$ cat src/rtl/otd_pkg.sv
// Constants for the transmit-disable control block
package otd_pkg;
  // ----------------------------------------------------------------
  // Serial memory map
  // ----------------------------------------------------------------
  localparam logic [6:0] OTD_DEV_ADDR   = 7'h51;   // 8-bit form A2h
  localparam logic [7:0] OTD_REG_STATUS = 8'h6e;   // diag_status_control
  localparam int         OTD_BIT_DIS    = 7;       // shutdown state, read only
  localparam int         OTD_BIT_SOFT   = 6;       // software shutdown, read/write
  localparam int         OTD_BIT_FAULT  = 2;       // latched laser fault, read only
  localparam logic       OTD_SOFT_RST   = 1'b0;
  localparam logic [7:0] OTD_BYTE_ZERO  = 8'h00;
  localparam logic [7:0] OTD_PTR_STEP   = 8'h01;

  // ----------------------------------------------------------------
  // Serial engine
  // ----------------------------------------------------------------
  localparam logic [3:0] OTD_BITS_BYTE  = 4'h8;
  localparam logic [3:0] OTD_BIT_ZERO   = 4'h0;
  localparam logic [3:0] OTD_BIT_ONE    = 4'h1;
  localparam logic [3:0] OTD_BIT_STEP   = 4'h1;
  localparam logic [1:0] OTD_BOOT_DONE  = 2'h3;

  typedef enum logic [2:0] {
    OTD_IDLE = 3'b000,
    OTD_DEV  = 3'b001,
    OTD_PTR  = 3'b010,
    OTD_WDAT = 3'b011,
    OTD_DACK = 3'b100,
    OTD_RDAT = 3'b101,
    OTD_RACK = 3'b110
  } otd_state_t;
endpackage : otd_pkg

$ cat src/rtl/otd_sync.sv
// Two-stage synchroniser with a constant reset level
`timescale 1ns/1ps
module otd_sync #(
  parameter logic RST_VAL = 1'b0
) (
  input  wire logic sys_clk,
  input  wire logic rst_b,
  input  wire logic d,
  output logic      q
);
  logic meta;

  always_ff @(posedge sys_clk or negedge rst_b) begin
    if (!rst_b) begin
      meta <= RST_VAL;
      q    <= RST_VAL;
    end else begin
      meta <= d;
      q    <= meta;
    end
  end
endmodule : otd_sync

$ cat src/rtl/otd_ctrl.sv
// Transmit-disable control with serial status/control byte
//
// Behaviour
// - Laser output off while shutdown pin high, normal while low.
// - Cycling the shutdown request clears a latched fault.
// - Undriven shutdown pin counts as asserted; laser off from reset.
// - Software shutdown bit 6 of byte 110 at A2h, honoured.
// - Bit 7 of byte 110 reports the shutdown state.
// - Effective shutdown is pin OR software bit.
// - Laser fault disables laser, latches fault pin, readable bit 2.
`timescale 1ns/1ps
module otd_ctrl
(
  input  wire logic sys_clk,
  input  wire logic rst_b,
  input  wire logic tx_disable_in,
  input  wire logic laser_fault_in,
  input  wire logic scl_in,
  input  wire logic sda_i,
  output logic      sda_o,
  output logic      sda_oe,
  output logic      tx_fault_o,
  output logic      tx_fault_oe,
  output logic      laser_enable
);
  import otd_pkg::*;

  // ----------------------------------------------------------------
  // Pin synchronisers
  // ----------------------------------------------------------------
  logic dis_q;
  logic fault_q;
  logic scl_q;
  logic sda_q;

  // Reset level high keeps the laser dark until the pin is really seen
  otd_sync #(.RST_VAL(1'b1)) u_sync_dis (
    .sys_clk (sys_clk),
    .rst_b   (rst_b),
    .d       (tx_disable_in),
    .q       (dis_q)
  );
  otd_sync #(.RST_VAL(1'b0)) u_sync_flt (
    .sys_clk (sys_clk),
    .rst_b   (rst_b),
    .d       (laser_fault_in),
    .q       (fault_q)
  );
  otd_sync #(.RST_VAL(1'b1)) u_sync_scl (
    .sys_clk (sys_clk),
    .rst_b   (rst_b),
    .d       (scl_in),
    .q       (scl_q)
  );
  otd_sync #(.RST_VAL(1'b1)) u_sync_sda (
    .sys_clk (sys_clk),
    .rst_b   (rst_b),
    .d       (sda_i),
    .q       (sda_q)
  );

  // ----------------------------------------------------------------
  // Disable and fault control
  // ----------------------------------------------------------------
  logic soft_dis;
  logic next_soft_dis;
  logic fault_lat;
  logic next_fault_lat;
  logic eff_prev;
  logic eff_dis;
  logic eff_rise;
  logic wr_en;
  logic [7:0] sh;

  assign eff_dis  = dis_q | soft_dis;
  assign eff_rise = eff_dis & ~eff_prev;

  always_comb begin
    next_soft_dis  = soft_dis;
    if (wr_en) begin
      next_soft_dis = sh[OTD_BIT_SOFT];
    end
    // Set wins over the clear, so a live fault is never lost
    next_fault_lat = fault_q | (fault_lat & ~eff_rise);
  end

  always_ff @(posedge sys_clk or negedge rst_b) begin
    if (!rst_b) begin
      soft_dis     <= OTD_SOFT_RST;
      fault_lat    <= 1'b0;
      eff_prev     <= 1'b1;
      laser_enable <= 1'b0;
      tx_fault_oe  <= 1'b1;
      tx_fault_o   <= 1'b0;
    end else begin
      soft_dis     <= next_soft_dis;
      fault_lat    <= next_fault_lat;
      eff_prev     <= eff_dis;
      laser_enable <= ~eff_dis & ~fault_lat;
      tx_fault_oe  <= ~fault_lat;
      tx_fault_o   <= 1'b0;
    end
  end

  // ----------------------------------------------------------------
  // Two-wire serial slave
  // ----------------------------------------------------------------
  otd_state_t st;
  otd_state_t next_st;
  otd_state_t after;
  otd_state_t next_after;
  logic       scl_d;
  logic       sda_d;
  logic [3:0] cnt;
  logic [3:0] next_cnt;
  logic [7:0] next_sh;
  logic [7:0] ptr;
  logic [7:0] next_ptr;
  logic [7:0] txsh;
  logic [7:0] next_txsh;
  logic       next_sda_oe;
  logic       scl_rise;
  logic       scl_fall;
  logic       start_c;
  logic       stop_c;
  logic       load_rd;
  logic [7:0] rd_byte;

  assign scl_rise = scl_q & ~scl_d;
  assign scl_fall = ~scl_q & scl_d;
  assign start_c  = scl_q & scl_d & sda_d & ~sda_q;
  assign stop_c   = scl_q & scl_d & ~sda_d & sda_q;
  // Unimplemented bytes read as zero and ignore writes
  assign rd_byte  = (ptr == OTD_REG_STATUS) ?
                    (OTD_BYTE_ZERO | ({7'h00, eff_dis} << OTD_BIT_DIS)
                                   | ({7'h00, soft_dis} << OTD_BIT_SOFT)
                                   | ({7'h00, fault_lat} << OTD_BIT_FAULT))
                    : OTD_BYTE_ZERO;

  always_comb begin
    next_st     = st;
    next_after  = after;
    next_cnt    = cnt;
    next_sh     = sh;
    next_ptr    = ptr;
    next_txsh   = txsh;
    next_sda_oe = sda_oe;
    wr_en       = 1'b0;
    load_rd     = 1'b0;
    if (start_c) begin
      next_st     = OTD_DEV;
      next_cnt    = OTD_BIT_ZERO;
      next_sda_oe = 1'b0;
    end else if (stop_c) begin
      next_st     = OTD_IDLE;
      next_sda_oe = 1'b0;
    end else begin
      unique case (st)
        OTD_IDLE: begin
          next_sda_oe = 1'b0;
        end
        OTD_DEV, OTD_PTR, OTD_WDAT: begin
          if (scl_rise) begin
            next_sh  = {sh[6:0], sda_q};
            next_cnt = cnt + OTD_BIT_STEP;
          end else if (scl_fall && cnt == OTD_BITS_BYTE) begin
            next_cnt    = OTD_BIT_ZERO;
            next_sda_oe = 1'b1;
            next_st     = OTD_DACK;
            if (st == OTD_DEV) begin
              next_after = sh[0] ? OTD_RDAT : OTD_PTR;
              if (sh[7:1] != OTD_DEV_ADDR) begin
                next_sda_oe = 1'b0;
                next_st     = OTD_IDLE;
              end
            end else if (st == OTD_PTR) begin
              next_ptr   = sh;
              next_after = OTD_WDAT;
            end else begin
              wr_en      = (ptr == OTD_REG_STATUS);
              next_ptr   = ptr + OTD_PTR_STEP;
              next_after = OTD_WDAT;
            end
          end
        end
        OTD_DACK, OTD_RACK: begin
          if (st == OTD_RACK && scl_rise && sda_q) begin
            next_st = OTD_IDLE;
          end else if (scl_fall) begin
            if (st == OTD_RACK || after == OTD_RDAT) begin
              load_rd     = 1'b1;
              next_txsh   = rd_byte;
              next_sda_oe = ~rd_byte[7];
              next_ptr    = ptr + OTD_PTR_STEP;
              next_cnt    = OTD_BIT_ONE;
              next_st     = OTD_RDAT;
            end else begin
              next_sda_oe = 1'b0;
              next_st     = after;
            end
          end
        end
        OTD_RDAT: begin
          if (scl_fall) begin
            if (cnt == OTD_BITS_BYTE) begin
              next_sda_oe = 1'b0;
              next_st     = OTD_RACK;
            end else begin
              next_sda_oe = ~txsh[6];
              next_txsh   = {txsh[6:0], 1'b0};
              next_cnt    = cnt + OTD_BIT_STEP;
            end
          end
        end
        default: begin
          next_st     = OTD_IDLE;
          next_sda_oe = 1'b0;
        end
      endcase
    end
  end

  always_ff @(posedge sys_clk or negedge rst_b) begin
    if (!rst_b) begin
      st     <= OTD_IDLE;
      after  <= OTD_IDLE;
      scl_d  <= 1'b1;
      sda_d  <= 1'b1;
      cnt    <= OTD_BIT_ZERO;
      sh     <= OTD_BYTE_ZERO;
      ptr    <= OTD_BYTE_ZERO;
      txsh   <= OTD_BYTE_ZERO;
      sda_oe <= 1'b0;
      sda_o  <= 1'b0;
    end else begin
      st     <= next_st;
      after  <= next_after;
      scl_d  <= scl_q;
      sda_d  <= sda_q;
      cnt    <= next_cnt;
      sh     <= next_sh;
      ptr    <= next_ptr;
      txsh   <= next_txsh;
      sda_oe <= next_sda_oe;
      sda_o  <= 1'b0;
    end
  end

  // ----------------------------------------------------------------
  // Checks
  // ----------------------------------------------------------------
  logic [1:0] boot_cnt;

  always_ff @(posedge sys_clk or negedge rst_b) begin
    if (!rst_b) begin
      boot_cnt <= 2'h0;
    end else if (boot_cnt != OTD_BOOT_DONE) begin
      boot_cnt <= boot_cnt + 2'h1;
    end
  end
endmodule : otd_ctrl

$ cat config.mk
export PLATFORM = sky130hd
export DESIGN_NAME = otd_ctrl
export DESIGN_NICKNAME = d
export VERILOG_FILES = /design/src/rtl/otd_pkg.sv /design/src/rtl/otd_sync.sv /design/src/rtl/otd_ctrl.sv
export SDC_FILE = /design/constraint.sdc
export NUM_CORES = 1
export LEC_CHECK = 0
export BUFFER_PORTS_ARGS = -buffer_cell sky130_fd_sc_hd__buf_2
export CAP_MARGIN = 40
export CORE_MARGIN = 3
export CORE_UTILIZATION = 45
export DETAILED_ROUTE_END_ITERATION = 10
export GPL_ROUTABILITY_DRIVEN = 0
export PLACE_DENSITY = 0.61
export SYNTH_ARGS = -nofsm -noshare
export SYNTH_HDL_FRONTEND = slang
export SYNTH_SLANG_ARGS = --single-unit
export TNS_END_PERCENT = 1
$ cat constraint.sdc
create_clock -name sys_clk -period 1.78 [get_ports sys_clk]
set_clock_uncertainty 0.05 [all_clocks]
set_input_delay 0.178 -clock sys_clk [delete_from_list [all_inputs] [get_ports sys_clk]]
set_output_delay 0.178 -clock sys_clk [all_outputs]
set_load 0.01 [all_outputs]
==> key figures, run 1 <==
Run status
  • Outcome: complete, but fails checks
  • Failing checks: setup timing

Synth
  • Seq/Total Area, Yosys: 46.6%
  • Syn. warnings: 0
  • Top_reg_cell synth: dfrtp_1
  • Multiplexer share of the synthesized area: 7.90%
  • Synth Area in Compound Gates: 17.6%
  • Post-Synth XOR/XNOR Area: 0.344%
  • Mapped Area: 2550 µm²
  • Post-synth ARST share: 100%
  • Fraction of the mapped netlist area in adder cells: 1.96%
  • EDFF count, synth: 0
  • Cells after Synth: 242
  • Simple-Gate Fraction of Synth Area: 21.7%
  • Number of library cell types mapped by synthesis: 66
  • Largest family of logic cells by synthesized area: simple AND/OR/NAND/NOR gates
  • Synth Register Bits: 47
  • Mapped Avg Cell Area: 10.5 µm²

Power and ir drop
  • Pwr Density: 626 nW/µm²
  • P_int: 1.54 mW
  • Leakage: 1.59 nW
  • Reg power frac: 55.1%
  • Peak supply drop: 310 µV
  • Power Total: 2.09 mW
  • Gate power share: 13.2%
  • Clock power share: 31.7%
  • Net Sw Frac: 26.3%
  • Net switching power: 0.551 mW

Critical path
  • Critical Path Start: st[0]$_DFFE_PN0P_
  • CP Capture Type: flip-flop
  • Reg2Reg Launch Point: st[0]$_DFFE_PN0P_
  • Crit-path max FO: 5
  • Worst R2R Setup Slack: -0.003 ns
  • CP required: 1.93 ns
  • Critical path class: reg -> reg
  • Critical Path AT: 1.93 ns
  • CP startpoint kind: flip-flop

STA
  • Worst slew pin tran: 0.584 ns
  • Final min period: 1.78 ns
  • RSZ-0062 raised after global routing: yes
  • Worst rel slew slack: 61.0%
  • Final setup margin: -0.00336 ns
  • Endpoints failing setup: 1
  • Fin. Hold Viols: 0
  • Peak Freq: 0.561 GHz
  • Fin crit share: 100%
  • Hold slack final: 0.310 ns
  • Max-slew violation count: 0

Cells and area
  • Non-filler instance count after layout: 384
  • Most frequent cells in the layout: 56 x buf_4, 37 x dfrtp_1, 17 x nand2_1
  • Nets: 323
  • Sequential Area: 1190 µm²
  • Post-layout util: 63.0%
  • Multi-input gate area: 1380 µm²
  • Fraction of layout cells with a size suffix above 1: 41.7%
  • Most common cell after layout, fill and taps aside: buf_4
  • Fill cells: 445
  • ANT cells: 0
  • Final Instance Area: 3340 µm²
  • P&R area growth vs syn: 31.1%

Route
  • Met2 routed WL: 2.61 mm
  • Routed length per placed instance: 14.8 µm
  • Drt pass-1 iters: 4
  • DR DRC count: 0
  • Final ANT Viol Nets: 0
  • Met3 wire length: 219 µm
  • M1 wire length: 2.77 mm
  • DR vias/cell: 5.35
  • Max layer used: met4
  • Final wirelength: 5.67 mm
  • Via count: 2,056
  • Initial drt markers: 129

CTS
  • H-tree depth: 2
  • TritonCTS clock tree: yes
  • Clock sinks: 47
  • Clk root buf: clkbuf_8
  • Worst-Skew Late Latency: 0.31 ns
  • CTS Buf Count: 5
  • CTS clk-pin slew, worst paths: 0.09 ns
  • Clock buffer depth: 2

Place
  • Area after DPL: 3040 µm²
  • Placed instance count: 365
  • Buffers on Ports: 8
  • DPL Wire Length: 4.12 mm

Global route
  • Initial antenna violation count: 0
  • Pin count of the biggest net entering global routing: 48
  • Vias in the first global route: 1,936
  • GRT Util Overall: 18.7%
  • Global-route wire length before repair: 9.40 mm
  • Total gr overflow: 0

Hold path
  • Hold Crit Class: reg -> reg
  • Hold_sp: u_sync_sda.meta$_DFF_PN1_

Die
  • Core area: 5300 µm²
  • Chip height: 81.3 µm
  • Die X: 81.3 µm
  • Row count: 26
  • Ports: 11
  • Starting density of the core: 48.1%
  • Die ar.: 6600 µm²

Flow run
  • # Max-Cap Violations: 0
registers in the layout (all words and copies together), names as in the netlist, 3 cells and up:
signal / flops
st: 3
cnt: 4
after: 3
sh: 8
txsh: 5
ptr: 8
power groups by stage:
stage                     clock [mW]  combinational, mW  sequential, mW
after floorplan                    0              0.121            1.17
after global placement             0              0.234            1.17
after detailed placement           0              0.237            1.17
after CTS                      0.693              0.249            1.15
after global routing           0.740              0.303            1.16
final                          0.663              0.276            1.15
path summary, 6_finish.rpt:
| kind | to | cells past startpoint |
|---|---|---|
| max reg2reg | cnt[1]$_DFFE_PN0P_ | 5 |
| max in group asynchronous | st[1]$_DFFE_PN0P_ | 3 |
| min in group asynchronous | ptr[5]$_DFFE_PN0P_ | 3 |
| max | cnt[1]$_DFFE_PN0P_ | 5 |
| min reg2reg | u_sync_sda.q$_DFF_PN1_ | 0 |
| min | u_sync_sda.q$_DFF_PN1_ | 0 |
what timing repair did:
action,4_1_cts,5_1_grt
buffers inserted,1,6
resized for setup,9,16
pin swaps,0,9
endpoints found under the setup margin,11,17
cloned,0,0
hold endpoints to repair,41,0
hold buffers,5,0
through the flow:
step                      setup TNS [ns]  worst slack, ns
final                           -0.00336         -0.00336
after global routing              -0.387          -0.0630
after CTS                        -0.0893          -0.0334
after detailed placement          -0.740           -0.117
after global placement           -0.0401          -0.0357
after floorplan                  -0.0649          -0.0649
cell families after synthesis:
group                      after synthesis
AOI/OAI and AO/OA                       61
and+or+nand+nor                         90
adders and majority gates                4
other                                    1
xor gates and xnor gates                 1
buffers and inverters                   20
muxes                                   18
DFF                                     47
worst max-delay path, cell delays in order, from the launching register on:
cell and delay [ns]:
dfrtp_1 0.43, buf_4 0.17, or3_1 0.37, and3_4 0.20, o21ai_4 0.15, mux2_4 0.31
final cells by class:
| cell class | instances | share of cell area (%) |
|---|---|---|
| tap | 70 | 2.62 |
| inverter | 11 | 1.24 |
| sequential | 47 | 35.6 |
| clock buffer | 5 | 2.06 |
| timing repair buffer | 72 | 16.6 |
| multi-input combinational | 176 | 41.3 |
| clock inverter | 3 | 0.674 |
per-layer routing:
metal,GRT usage (%),up-vias
met4,6.08,0
met1,27.0,987
li1,-,1022
met2,28.2,41
met3,3.33,6
met5,0,-
synthesized netlist by cell type (4+ instances only):
| master | count | share of area (%) |
|---|---|---|
| buf_2 | 6 | 1.2 |
| nor3_1 | 4 | 0.79 |
| nand3_1 | 11 | 2.2 |
| nand2_1 | 17 | 2.5 |
| dfstp_2 | 10 | 10 |
| a21oi_1 | 12 | 2.4 |
| mux2_1 | 4 | 1.8 |
| nand2b_1 | 9 | 2.2 |
| ha_1 | 4 | 2.0 |
| dfrtp_1 | 37 | 36 |
| inv_1 | 11 | 1.6 |
| o21ai_0 | 12 | 2.4 |
| mux2_2 | 9 | 4.0 |
| nand4_1 | 5 | 1.2 |
| a31oi_1 | 7 | 1.7 |
| nor2_1 | 11 | 1.6 |
| mux2i_1 | 4 | 1.6 |
No activity file was read; power rests on OpenSTA's default activity.
==> run 2: changes to the inputs <==
==> constraint.sdc (replaced) <==
create_clock -name sys_clk -period 1.78 [get_ports sys_clk]
set_clock_uncertainty 0.05 [all_clocks]
set_input_delay 0.356 -clock sys_clk [delete_from_list [all_inputs] [get_ports sys_clk]]
set_output_delay 0.356 -clock sys_clk [all_outputs]
set_load 0.01 [all_outputs]
==> key figures, run 2 (synthesis gave the netlist of run 1 again) <==
Route
  • Drt pass-1 iters: 4
  • Routed length per placed instance: 14.8 µm
  • Final wirelength: 5.54 mm
  • DR DRC count: 0
  • Via count: 2,019
  • DR vias/cell: 5.38
  • Initial drt markers: 103
  • Final ANT Viol Nets: 0

Cells and area
  • P&R area growth vs syn: 28.0%
  • Most frequent cells in the layout: 50 x buf_4, 35 x dfrtp_1, 17 x nand2_1
  • Final Instance Area: 3260 µm²
  • Nets: 314
  • ANT cells: 0
  • Top flop regs: ptr (8), sh (8), txsh (5)
  • Most common cell after layout, fill and taps aside: buf_4
  • Fill cells: 430
  • Fraction of layout cells with a size suffix above 1: 40.3%
  • Post-layout util: 61.5%

STA
  • Max-slew violation count: 0
  • Final min period: 1.81 ns
  • Setup TNS: -0.0418 ns
  • Peak Freq: 0.551 GHz
  • Fin crit share: 102%
  • Fin. Hold Viols: 0
  • Endpoints failing setup: 2
  • Final setup margin: -0.0335 ns
  • RSZ-0062 raised after global routing: yes
  • Hold slack final: 0.0836 ns

Global route
  • Global-route wire length before repair: 9.42 mm
  • GRT Util Overall: 18.9%
  • Total gr overflow: 0
  • Initial antenna violation count: 0
  • Vias in the first global route: 1,925
  • Pin count of the biggest net entering global routing: 31

Die
  • Starting density of the core: 48.1%
  • Die X: 81.3 µm
  • Core area: 5300 µm²
  • Chip height: 81.3 µm
  • Row count: 26
  • Ports: 11
  • Die ar.: 6600 µm²

Critical path
  • Max incr delay on CP: 0.45 ns
  • Worst R2R Setup Slack: -0.03 ns
  • Critical Path AT: 1.96 ns
  • Worst Path Buf+Inv: 0
  • CP Capture Type: flip-flop
  • CP required: 1.93 ns
  • Critical-path cell list: nand2b_4, or3_4, and3_4, o21ai_4, mux2_4
  • Slowest-stage cell, CP: dfrtp_2
  • Critical path class: reg -> reg
  • Crit-path max FO: 6
  • CP startpoint kind: flip-flop
  • Crit-path leading delay family: simple AND/OR/NAND/NOR gates

CTS
  • TritonCTS clock tree: yes
  • Worst-Skew Late Latency: 0.31 ns
  • H-tree depth: 2
  • Clock sinks: 47
  • Clk root buf: clkbuf_8
  • CTS Buf Count: 5
  • Clock buffer depth: 2
  • CTS clk-pin slew, worst paths: 0.10 ns

Place
  • Area after DPL: 3050 µm²
  • Buffers on Ports: 8
  • DPL Wire Length: 4.19 mm

Run status
  • Failing checks: setup timing
  • Outcome: complete, but fails checks

Hold path
  • Hold Crit Class: in -> reg

Flow run
  • # Max-Cap Violations: 0

Power and ir drop
  • Peak supply drop: 440 µV
  • Leakage: 1.55 nW
  • Pwr Density: 648 nW/µm²
  • Power Total: 2.12 mW
[run 2: per-layer routing]
layer | wire length [µm] | track usage, %
met5 | 0 | 0
met4 | 59 | 5.24
met3 | 160 | 3.77
met2 | 2400 | 27.6
met1 | 2920 | 28.2
[run 2: worst register-to-register path: cells and delay by family, from the launching register on]
kind	cells	cell delay [ns]
AND/OR/NAND/NOR	3	0.73
flip-flops	1	0.45
multiplexers	1	0.31
AO/OA/AOI/OAI	1	0.16
[run 2: power breakdown]
group	switching (mW)	internal [mW]	total [mW]
combinational	0.135	0.137	0.272
sequential	0.0349	1.12	1.15
clock	0.401	0.291	0.692
[run 2: path summary, 6_finish.rpt]
kind | startpoint | end | cells after the start
hold reg to reg | u_sync_scl.meta$_DFF_PN1_ | u_sync_scl.q$_DFF_PN1_ | 0
min in group asynchronous | rst_b | fault_lat$_DFF_PN0_ | 2
setup / recovery | st[0]$_DFFE_PN0P_ | cnt[1]$_DFFE_PN0P_ | 5
setup reg to reg | st[0]$_DFFE_PN0P_ | cnt[1]$_DFFE_PN0P_ | 5
hold / removal | tx_disable_in | u_sync_dis.meta$_DFF_PN1_ | 1
max in group asynchronous | rst_b | u_sync_sda.q$_DFF_PN1_ | 3
[run 2: timing repair]
action / CTS / global route
setup buffers: 2 / 1
pin swaps: 2 / 5
hold buffers: 1 / 0
hold endpoints to repair: 12 / 0
setup endpoints to repair: 12 / 18
resized for setup: 11 / 8
[run 2: cell type report]
cell class	count	area [µm²]	area share, %
multi-input cells	176	1350	41.4
flip-flops and latches	47	1190	36.5
well taps	70	87.6	2.69
inverters	11	41.3	1.27
clock buffers	5	68.8	2.11
repair buffers	63	497	15.2
clock inverters	3	27.5	0.844
[run 2: per-stage QoR]
stage / setup WS, ns / std cells
global placement: -0.0464 / 363
CTS: -0.0298 / 374
floorplan: -0.0649 / 243
detailed placement: -0.0498 / 363
finish: -0.0335 / 375
global route: -0.0842 / 375
